$ cat src/mam_pkg.sv
// Package: register map, field positions and reset values of the alert/mask logic
package mam_pkg;
  localparam logic [7:0]  MAM_REG_CONFIG      = 8'h00;
  localparam logic [7:0]  MAM_REG_SHUNT       = 8'h01;
  localparam logic [7:0]  MAM_REG_BUS         = 8'h02;
  localparam logic [7:0]  MAM_REG_POWER       = 8'h03;
  localparam logic [7:0]  MAM_REG_CURRENT     = 8'h04;
  localparam logic [7:0]  MAM_REG_MASK_EN     = 8'h06;
  localparam logic [7:0]  MAM_REG_LIMIT       = 8'h07;
  localparam int          MAM_BIT_SHUNT_OVER  = 15;
  localparam int          MAM_BIT_SHUNT_UNDER = 14;
  localparam int          MAM_BIT_BUS_OVER    = 13;
  localparam int          MAM_BIT_BUS_UNDER   = 12;
  localparam int          MAM_BIT_POWER_OVER  = 11;
  localparam int          MAM_BIT_READY_EN    = 10;
  localparam int          MAM_BIT_MEM_FAULT   = 5;
  localparam int          MAM_BIT_LIMIT_FLAG  = 4;
  localparam int          MAM_BIT_DONE_FLAG   = 3;
  localparam int          MAM_BIT_OVF_FLAG    = 2;
  localparam int          MAM_BIT_SENSE       = 1;
  localparam int          MAM_BIT_LATCH       = 0;
  localparam logic [15:0] MAM_MASK_EN_RESET   = 16'h0000;
  localparam logic [15:0] MAM_LIMIT_RESET     = 16'h0000;
  localparam logic [15:0] MAM_RESULT_RESET    = 16'h0000;
  localparam logic [2:0]  MAM_MODE_PD_LOW     = 3'h0;
  localparam logic [2:0]  MAM_MODE_PD_HIGH    = 3'h4;
  localparam logic [15:0] MAM_WR_MASK         = 16'hfc03;
  localparam int          MAM_SYNC_STAGES     = 2;

  typedef enum logic [4:0] {
    MAM_SEL_SHUNT_OVER  = 5'h10,
    MAM_SEL_SHUNT_UNDER = 5'h08,
    MAM_SEL_BUS_OVER    = 5'h04,
    MAM_SEL_BUS_UNDER   = 5'h02,
    MAM_SEL_POWER_OVER  = 5'h01
  } mam_sel_t;

  // Keep only the highest-priority enable of the five compare functions
  function automatic logic [4:0] mam_prio(input logic [4:0] req);
    logic [4:0] res;
    res = 5'h00;
    if (req[4]) begin
      res = 5'h10;
    end else if (req[3]) begin
      res = 5'h08;
    end else if (req[2]) begin
      res = 5'h04;
    end else if (req[1]) begin
      res = 5'h02;
    end else if (req[0]) begin
      res = 5'h01;
    end
    return res;
  endfunction
endpackage

$ cat src/mam_sync.sv
// Two-flop synchroniser for a level coming from a pin
`timescale 1ns/1ps
module mam_sync
  import mam_pkg::*;
(
  input  wire logic mclk_in,
  input  wire logic rst_b_in,
  input  wire logic d_in,
  output logic      q_out
);
  logic [MAM_SYNC_STAGES-1:0] stage;

  always_ff @(posedge mclk_in or negedge rst_b_in) begin
    if (!rst_b_in) begin
      stage <= '0;
    end else begin
      stage <= {stage[MAM_SYNC_STAGES-2:0], d_in};
    end
  end

  assign q_out = stage[MAM_SYNC_STAGES-1];
endmodule

$ cat src/mam_compare.sv
// Limit comparator for the selected alert function
`timescale 1ns/1ps
module mam_compare
  import mam_pkg::*;
#(
  parameter int WIDTH = 16
) (
  input  wire logic [4:0]       sel_in,
  input  wire logic [WIDTH-1:0] shunt_in,
  input  wire logic [WIDTH-1:0] bus_in,
  input  wire logic [WIDTH-1:0] power_in,
  input  wire logic [WIDTH-1:0] limit_in,
  output logic                  hit_out
);
  wire logic shunt_gt = $signed(shunt_in) > $signed(limit_in);
  wire logic shunt_lt = $signed(shunt_in) < $signed(limit_in);
  wire logic bus_gt   = bus_in > limit_in;
  wire logic bus_lt   = bus_in < limit_in;
  wire logic power_gt = power_in > limit_in;

  assign hit_out = (sel_in[4] & shunt_gt) | (sel_in[3] & shunt_lt) | (sel_in[2] & bus_gt) |
                   (sel_in[1] & bus_lt) | (sel_in[0] & power_gt);
endmodule

$ cat src/mam_top.sv
// Alert and status logic of a current/voltage/power monitor
`timescale 1ns/1ps
module mam_top
  import mam_pkg::*;
#(
  parameter int WIDTH = 16
) (
  input  wire logic             mclk_in,
  input  wire logic             rst_b_in,
  // Register port from the serial bus engine
  input  wire logic             reg_wr_in,
  input  wire logic             reg_rd_in,
  input  wire logic [7:0]       reg_addr_in,
  input  wire logic [15:0]      reg_wdata_in,
  output logic      [15:0]      reg_rdata_out,
  // Result updates from the conversion and arithmetic engine
  input  wire logic             result_upd_in,
  input  wire logic             cycle_done_in,
  input  wire logic             math_ovf_in,
  input  wire logic             mem_fault_in,
  input  wire logic [WIDTH-1:0] shunt_in,
  input  wire logic [WIDTH-1:0] bus_in,
  input  wire logic [WIDTH-1:0] power_in,
  input  wire logic [WIDTH-1:0] current_in,
  // Alert pin: open-drain low drive or active-high push-pull
  output logic                  alert_out,
  output logic                  alert_oe_b_out
);
  // ==========================================================
  // Registers
  logic [4:0]       func_en;
  logic             ready_alert_en;
  logic             alert_sense_select;
  logic             alert_latch_select;
  logic             limit_alert_flag;
  logic             conversion_done_flag;
  logic             math_overflow_flag;
  logic [WIDTH-1:0] limit;
  logic [WIDTH-1:0] shunt_q;
  logic [WIDTH-1:0] bus_q;
  logic [WIDTH-1:0] power_q;
  logic [WIDTH-1:0] current_q;
  logic             memory_integrity_fault;
  logic             ready_alert;

  // ==========================================================
  // Decode
  wire logic       wr_mask   = reg_wr_in && (reg_addr_in == MAM_REG_MASK_EN);
  wire logic       wr_limit  = reg_wr_in && (reg_addr_in == MAM_REG_LIMIT);
  wire logic       wr_config = reg_wr_in && (reg_addr_in == MAM_REG_CONFIG);
  wire logic       rd_mask   = reg_rd_in && (reg_addr_in == MAM_REG_MASK_EN);
  wire logic [2:0] cfg_mode  = reg_wdata_in[2:0];
  wire logic       cfg_pd    = (cfg_mode == MAM_MODE_PD_LOW) || (cfg_mode == MAM_MODE_PD_HIGH);
  wire logic       clr_done  = (wr_config && !cfg_pd) || rd_mask;
  wire logic [4:0] wr_funcs  = reg_wdata_in[MAM_BIT_SHUNT_OVER:MAM_BIT_POWER_OVER];
  // Higher-priority enable blocks any lower one
  wire logic [4:0] next_func_en = mam_prio(wr_funcs);

  // Combined alert source is computed from the result that is being loaded
  logic hit;

  mam_compare #(
    .WIDTH (WIDTH)
  ) u_compare (
    .sel_in   (func_en),
    .shunt_in (shunt_in),
    .bus_in   (bus_in),
    .power_in (power_in),
    .limit_in (limit),
    .hit_out  (hit)
  );

  mam_sync u_mem_sync (
    .mclk_in  (mclk_in),
    .rst_b_in (rst_b_in),
    .d_in     (mem_fault_in),
    .q_out    (memory_integrity_fault)
  );

  // ==========================================================
  // Configuration
  always_ff @(posedge mclk_in or negedge rst_b_in) begin
    if (!rst_b_in) begin
      func_en            <= MAM_MASK_EN_RESET[MAM_BIT_SHUNT_OVER:MAM_BIT_POWER_OVER];
      ready_alert_en     <= MAM_MASK_EN_RESET[MAM_BIT_READY_EN];
      alert_sense_select <= MAM_MASK_EN_RESET[MAM_BIT_SENSE];
      alert_latch_select <= MAM_MASK_EN_RESET[MAM_BIT_LATCH];
      limit              <= MAM_LIMIT_RESET;
    end else begin
      if (wr_mask) begin
        func_en            <= next_func_en;
        ready_alert_en     <= reg_wdata_in[MAM_BIT_READY_EN];
        alert_sense_select <= reg_wdata_in[MAM_BIT_SENSE];
        alert_latch_select <= reg_wdata_in[MAM_BIT_LATCH];
      end
      if (wr_limit) begin
        limit <= reg_wdata_in;
      end
    end
  end

  // ==========================================================
  // Result holding registers
  always_ff @(posedge mclk_in or negedge rst_b_in) begin
    if (!rst_b_in) begin
      shunt_q   <= MAM_RESULT_RESET;
      bus_q     <= MAM_RESULT_RESET;
      power_q   <= MAM_RESULT_RESET;
      current_q <= MAM_RESULT_RESET;
    end else if (result_upd_in) begin
      shunt_q   <= shunt_in;
      bus_q     <= bus_in;
      power_q   <= power_in;
      current_q <= current_in;
    end
  end

  // ==========================================================
  // Status flags; a set in the same cycle as a clear wins
  wire logic next_limit_flag =
      (result_upd_in && hit) ? 1'b1 :
      (result_upd_in && !alert_latch_select) ? 1'b0 :
      (rd_mask && alert_latch_select) ? 1'b0 : limit_alert_flag;

  wire logic next_done_flag =
      cycle_done_in ? 1'b1 : (clr_done ? 1'b0 : conversion_done_flag);

  // Ready alert follows the flag in transparent mode, held until mask read if latched
  wire logic next_ready_alert =
      (cycle_done_in && ready_alert_en) ? 1'b1 :
      (!alert_latch_select && !conversion_done_flag) ? 1'b0 :
      (!alert_latch_select && clr_done) ? 1'b0 :
      (rd_mask) ? 1'b0 : (ready_alert && ready_alert_en);

  always_ff @(posedge mclk_in or negedge rst_b_in) begin
    if (!rst_b_in) begin
      limit_alert_flag     <= 1'b0;
      conversion_done_flag <= 1'b0;
      math_overflow_flag   <= 1'b0;
      ready_alert          <= 1'b0;
    end else begin
      limit_alert_flag     <= next_limit_flag;
      conversion_done_flag <= next_done_flag;
      ready_alert          <= next_ready_alert;
      if (math_ovf_in) begin
        math_overflow_flag <= 1'b1;
      end else if (result_upd_in) begin
        math_overflow_flag <= 1'b0;
      end
    end
  end

  // ==========================================================
  // Alert pin
  wire logic alert_active = next_limit_flag || next_ready_alert;

  always_ff @(posedge mclk_in or negedge rst_b_in) begin
    if (!rst_b_in) begin
      alert_out      <= 1'b0;
      alert_oe_b_out <= 1'b1;
    end else begin
      alert_out      <= alert_sense_select & alert_active;
      alert_oe_b_out <= alert_sense_select ? 1'b0 : !alert_active;
    end
  end

  // ==========================================================
  // Read data
  wire logic [15:0] mask_rd = {func_en, ready_alert_en, 4'h0, memory_integrity_fault,
                               limit_alert_flag, conversion_done_flag, math_overflow_flag,
                               alert_sense_select, alert_latch_select};
  logic [15:0] rd_mux;

  always_comb begin
    unique case (reg_addr_in)
      MAM_REG_SHUNT:   rd_mux = 16'(shunt_q);
      MAM_REG_BUS:     rd_mux = 16'(bus_q);
      MAM_REG_POWER:   rd_mux = 16'(power_q);
      MAM_REG_CURRENT: rd_mux = 16'(current_q);
      MAM_REG_MASK_EN: rd_mux = mask_rd;
      MAM_REG_LIMIT:   rd_mux = 16'(limit);
      default:         rd_mux = 16'h0000;
    endcase
  end

  always_ff @(posedge mclk_in or negedge rst_b_in) begin
    if (!rst_b_in) begin
      reg_rdata_out <= 16'h0000;
    end else if (reg_rd_in) begin
      reg_rdata_out <= rd_mux;
    end
  end
endmodule

$ cat config.mk
export PLATFORM = sky130hd
export DESIGN_NAME = mam_top
export DESIGN_NICKNAME = d
export VERILOG_FILES = /design/src/mam_pkg.sv /design/src/mam_sync.sv /design/src/mam_compare.sv /design/src/mam_top.sv
export SDC_FILE = /design/constraint.sdc
export NUM_CORES = 1
export LEC_CHECK = 0
export ABC_AREA = 1
export BUFFER_PORTS_ARGS = -buffer_cell sky130_fd_sc_hd__clkbuf_2
export CELL_PAD_IN_SITES_DETAIL_PLACEMENT = 0
export CELL_PAD_IN_SITES_GLOBAL_PLACEMENT = 1
export CORE_ASPECT_RATIO = 0.5
export CORE_MARGIN = 2
export CORE_UTILIZATION = 42
export CTS_CLUSTER_DIAMETER = 150
export DETAILED_ROUTE_END_ITERATION = 10
export PLACE_DENSITY_LB_ADDON = 0.1
export SLEW_MARGIN = 10
export SYNTH_ARGS = -nofsm -noshare
export SYNTH_HDL_FRONTEND = slang
export SYNTH_SLANG_ARGS = --single-unit
$ cat constraint.sdc
create_clock -name mclk_in -period 2.6 [get_ports mclk_in]
set_clock_uncertainty 0.15 [all_clocks]
set_input_delay 0.39 -clock mclk_in [delete_from_list [all_inputs] [get_ports mclk_in]]
set_output_delay 0.39 -clock mclk_in [all_outputs]
set_load 0.005 [all_outputs]
== After elaboration in Yosys (flattened, before gate mapping) ==
Index checks and enable logic that the tools add are counted.
Widths: inputs -> output; s select.

* Reduce and logical (&&, ||, !) cells: 23
* Eq/ne operators: 7
* $mul: 0
* Divide/modulo/power cells: 0
* Bitwise logic cells: 10
* $lt $le $gt $ge: 5
* Mux-type cells: 18
* Add/sub/neg operators: 0
* Shift operators: 0

{| class="wikitable"
|+ Operators by type and width
! kind !! number
|-
| $pmux 16 s6 || 1
|-
| $gt 16x16->1 || 3
|-
| $lt 16x16->1 || 2
|-
| $eq 8x3->1 const B || 3
|-
| $eq 8x2->1 const B || 2
|-
| $mux 1 || 13
|-
| $logic_and 1x1->1 || 12
|-
| $mux 5 || 2
|-
| $eq 8x1->1 const B || 1
|-
| $logic_not 8->1 || 1
|-
| $and 1x1->1 || 6
|-
| $logic_not 1->1 || 4
|-
| $or 1x1->1 || 4
|-
| $reduce_bool 2->1 || 2
|-
| $eq 3x3->1 const B || 1
|-
| $logic_not 3->1 || 1
|-
| $logic_or 1x1->1 || 3
|-
| $mux 3 || 1
|-
| $mux 2 || 1
|}

* Bits in registers: 112
* Memory bits (writable): 0
* Logic and storage cells: 80
* Bits in read-only memories: 0
* Output and inout bits: 18
* Memories kept: 0
* Bits in latches: 0

== Longest topological paths before layout ==
* Word-level depth: 12
* Mapped depth: 17

== By module ==
From an unflattened synthesis, not the netlist that was laid out.

* Cell total of the unflattened synthesis: 761
* Area, all modules: 6316.1 um2

{| class="wikitable"
|+ By module, submodules not included
! module !! area each (um2) !! times used !! cells an instance
|-
| mam_top || 4971.0 || 1 || 560
|-
| mam_compare || 1295.0 || 1 || 199
|-
| mam_sync || 50.0 || 1 || 2
|}

== Worst setup path before layout ==
Ideal clock, no wire load.

* Kind: register to register
* Start: register limit[15]
* End: register alert_out
* Path slack: 0.697 ns
* Cell stages (with the launch flop): 16
* Data required time: 2.337 ns
* Path buffers: 0
* Data arrival time: 1.640 ns
* Path through: dfrtp_1 inv_1 ha_1 nand2_1 nor2_2 nand2_1 nor2_2 nand2_1 nand3_1 nand2_1 nand3_1 nand3_2 nand2_2 nand3_2 nand2_1 inv_1

* Word-level cells in the longest chain between the ends: 10
* Elaborated cells on any way between the ends: 18
* Those cells by class: order compare (5); mux (1); bitwise (10); reduce/logical (2)

{| class="wikitable"
|+ RTL lines
! element !! RTL line !! RTL
|-
| start, declared || mam_top.sv:38 || <nowiki>logic [WIDTH-1:0] limit;</nowiki>
|-
| start signal, assigned || mam_top.sv:97 || <nowiki>limit <= reg_wdata_in;</nowiki>
|-
| $gt 16x16->1 or $lt 16x16->1 (tied branches) || mam_compare.sv:15, mam_compare.sv:16 ||
|-
| $and 1x1->1 || mam_compare.sv:21 || <nowiki>assign hit_out = (sel_in[4] & shunt_gt) | (sel_in[3] & shunt_lt) | (sel_in[2] & bus_gt) |</nowiki>
|-
| $or 1x1->1 (3 in series) || mam_compare.sv:21 ||
|-
| $or 1x1->1 (*) || mam_compare.sv:22 || <nowiki>(sel_in[1] & bus_lt) | (sel_in[0] & power_gt);</nowiki>
|-
| $logic_and 1x1->1 (*) || mam_top.sv:121 || <nowiki>(result_upd_in && hit) ? 1'b1 :</nowiki>
|-
| $mux 1 (*) || mam_top.sv:121 ||
|-
| $logic_or 1x1->1 (*) || mam_top.sv:155 || <nowiki>wire logic alert_active = next_limit_flag || next_ready_alert;</nowiki>
|-
| $and 1x1->1 (*) || mam_top.sv:162 || <nowiki>alert_out <= alert_sense_select & alert_active;</nowiki>
|-
| end signal, assigned || mam_top.sv:162 ||
|-
| end, declared || mam_top.sv:26 || <nowiki>output logic alert_out,</nowiki>
|}

Mark *: on every way between the ends. The rest lies on a longest branch, timed or not.
A chain may end at the register's enable or synchronous reset.

== Worst setup path after layout ==
Ends and elaborated chain as after synthesis.

==> results.cfg <==
[run_status]
outcome = finished, final reports clean

[setup_path]
cp_data_required_time_ns = 2.69
max_stage_delay_ns = 0.38
crit_buf_inv = 2
cp.depth = 15
cp_max_fo = 3
cpLargestDelayFamily = simple AND/OR/NAND/NOR gates
cpMostUsedCell = nand2_1
cp_cell_sequence = inv_1, ha_1, nand2_1, nor2_2, nand2_1, nor2_1, a21boi_0, nand2_1, nand2_1, nor2_2, nand3_2, nand2_2, nand3_2, nand2_1, inv_1
cp-start-kind = register
slowest_stage = dfrtp_1
critPathKind = register to register
reg2reg_depth = 15
worst_setup_path_end_kind = register
arrival_ns = 2.43

[sta]
rsz0062_at_grt = false
final_max_slew_viol_count = 0
finalCritPeriodShare_pct = 90.0
relSlewSlack_pct = 62.5
hold_viol_final = 0
period_needed_ns = 2.34
finalSetupTns_ns = 0
clock.fmax_ghz = 0.427
finalSetupViolCount = 0
worst_pin_slew_ns = 0.561

[flow_run]
max-cap-violations = 0

[global_route]
grt_pass1_wl_mm = 28.0
grtUsageMet1_pct = 38.2
first_global_vias = 4921
use_met2_pct = 35.5
grt_antenna_before_repair = 0
grt_use_total_pct = 24.5
grt_max_degree = 57
grt_overflow_total = 0
globalRoute.busiestLayer = met1
use_met3_pct = 5.54

[die]
initial_utilization_pct = 43.7
dieArea_um2 = 15400
fp.dieH_um = 88.6
num_rows = 30
chipWidth_um = 173
core_area_um2 = 13800
io-pin-count = 114

[synthesis]
synthSimpleGateAreaFrac_pct = 15.3
synth-edff-count = 0
synth_compound_area_share_pct = 15.1
synth_fp_nets = 826
synth_top_family_by_area = simple AND/OR/NAND/NOR gates
synthAdderAreaFrac_pct = 9.98
synth_cell_type_count = 40
avgSynthCellArea_um2 = 8.82
ys_ff_latch = 112
yosysWarnings = 0
synthMuxAreaShare_pct = 5.05
ys_async_sr_fraction_pct = 100
synth_xor_area_share_pct = 0
synth-main-ff-cell = dfrtp_1
yosysSeqAreaShare_pct = 46.6
synthCells = 682
synth.cell_area_um2 = 6020

[route]
drc_errors = 0
drt_iter0_drc = 457
vias = 5111
wl_per_cell_um = 18.1
vias_per_cell = 5.08
drtPass1Iterations = 7
ant_nets = 0
wl_mm = 18.2

[final_layout]
final_nets = 953
area_growth_pct = 20.3
drive_above_1_share_pct = 24.3
diodes = 0
fill_cells = 1322
final_cell_area_um2 = 7240

[power_and_ir_drop]
p_per_area_nw_per_um2 = 533
ir_drop_uv = 378
leakagePower_nw = 3.83
total_power_mw = 3.86

[hold_path]
hold_path.class = input pin to register
hold_depth = 3

[clock_network]
clk_path_buf_depth = 2
cts_buffers = 9
cts-root-buf = clkbuf_16
cts_sinks = 112
path_clk_slew_ns = 0.08
insertion_delay_ns = 0.35
cts_tree = done
htreeDepth = 3

[placement]
port_buffers = 113
post_dp_cell_area_um2 = 6930
dpl.hpwl_mm = 14.0
gp_congestion = 0.852
-- where the power goes --
part           total (mW)  internal (mW)  leakage (nW)  switching, mW
Sequential           1.93           1.87          1.35         0.0631
Clock                1.37          0.688         0.137          0.677
Combinational       0.557          0.232          2.34          0.325
Total                3.86           2.79          3.83           1.06
-- sequential cells by signal, summed over array words and instances (netlist names), 2 cells and up --
name and count:
reg_rdata_out 16, shunt_q 16, bus_q 16, limit 16, u_mem_sync.stage 2, power_q 16, current_q 16, func_en 5
-- tightest hold or removal path: cells and delay by family --
kind	cells	cell delay (ns)
AO/OA/AOI/OAI	1	0.05
buffers and inverters	1	0.07
AND/OR/NAND/NOR	1	0.04
-- kinds of logic after synthesis --
kind of cell / after synthesis
flip-flops: 112
adder cells (fa/ha/maj): 48
AND/OR/NAND/NOR: 218
AO/OA/AOI/OAI: 157
buffers and inverters: 120
multiplexers: 27
-- per-stage QoR --
stage               setup slack, ns  std cells  util (%)  hold WS, ns
finish                        0.260       1006      52.5       0.0863
floorplan                     0.697        682         -      -0.0556
detailed placement            0.255        988      50.3        0.185
global route                 0.0539       1006      52.5       0.0937
global placement              0.312        988      50.3        0.190
CTS                           0.244       1006      52.5       0.0874
-- final timing paths --
check | slack, ns | to | startpoint
max | 0.26 | alert_out$_DFF_PN0_ | limit[15]$_DFFE_PN0P_
min in group asynchronous | 0.41 | limit[6]$_DFFE_PN0P_ | rst_b_in
min reg2reg | 0.20 | u_mem_sync.stage[1]$_DFF_PN0_ | u_mem_sync.stage[0]$_DFF_PN0_
max in group asynchronous | 1.14 | alert_oe_b_out$_DFF_PN1_ | rst_b_in
max reg2reg | 0.26 | alert_out$_DFF_PN0_ | limit[15]$_DFFE_PN0P_
min | 0.09 | current_q[3]$_DFFE_PN0P_ | current_in[3]
-- routing by layer --
layer	wire, µm	vias up
met5	0	-
met4	46	0
met3	1150	4
met2	7370	156
met1	9620	2421
li1	-	2530
-- layout by cell type, fill, tap and decap left out, drive strengths merged --
cell type and instances:
nand4 4, mux2 27, inv 103, o32a 1, dfstp 1, clkinv 1
dlygate4sd3 2, a211oi 2, o31ai 1, a31o 1, o22ai 11, nor3 2
bufinv 1, nand2 147, dfrtp 111, a21boi 1, o41ai 1, clkinvlp 1
a21oi 47, nand3 15, o221ai 3, clkbuf 122, o21ai 68, ha 48
a21o 1, a41oi 3, o211ai 1, nor2 50, o21bai 3, a221oi 13
buf 22
-- synth_stat cells, types with 2 or more instances --
cell type  instances  share of area, %
nand2_2            4              0.42
inv_2              3              0.19
o21ai_0           62               5.2
o21bai_1           3              0.37
nor2_2             6              0.62
mux2_2            27               5.1
ha_1              48                10
a211oi_1           2              0.25
nand3_2            2              0.33
inv_1             97               6.1
a221oi_1          13               1.9
nand4_1            3              0.31
o221ai_1           3              0.44
nand2_1          142               8.9
clkbuf_1          11              0.69
a21oi_1           47               3.9
nor3_1             2              0.17
dfrtp_1          111                46
buf_2              6              0.50
nand3_1           13               1.1
nor2_1            42               2.6
o22ai_1           11               1.1
a41oi_1            3              0.44
o21ai_1            5              0.42
-- final cells by class --
class / instances / area (µm²) / area share (%)
clock buffers: 11 / 243 / 3.35
flip-flops and latches: 112 / 2800 / 38.8
multi-input cells: 450 / 2740 / 37.9
inverters: 101 / 393 / 5.43
clock inverters: 5 / 38.8 / 0.536
well taps: 192 / 240 / 3.32
repair buffers: 135 / 778 / 10.8
-- timing repair --
item,4_1_cts,5_1_grt
endpoints found under the hold margin,37,0
gates resized for setup,0,1
hold buffers,2,0
setup endpoints to repair,0,1
buffers inserted,0,0
No activity file was read; power rests on OpenSTA's default activity.
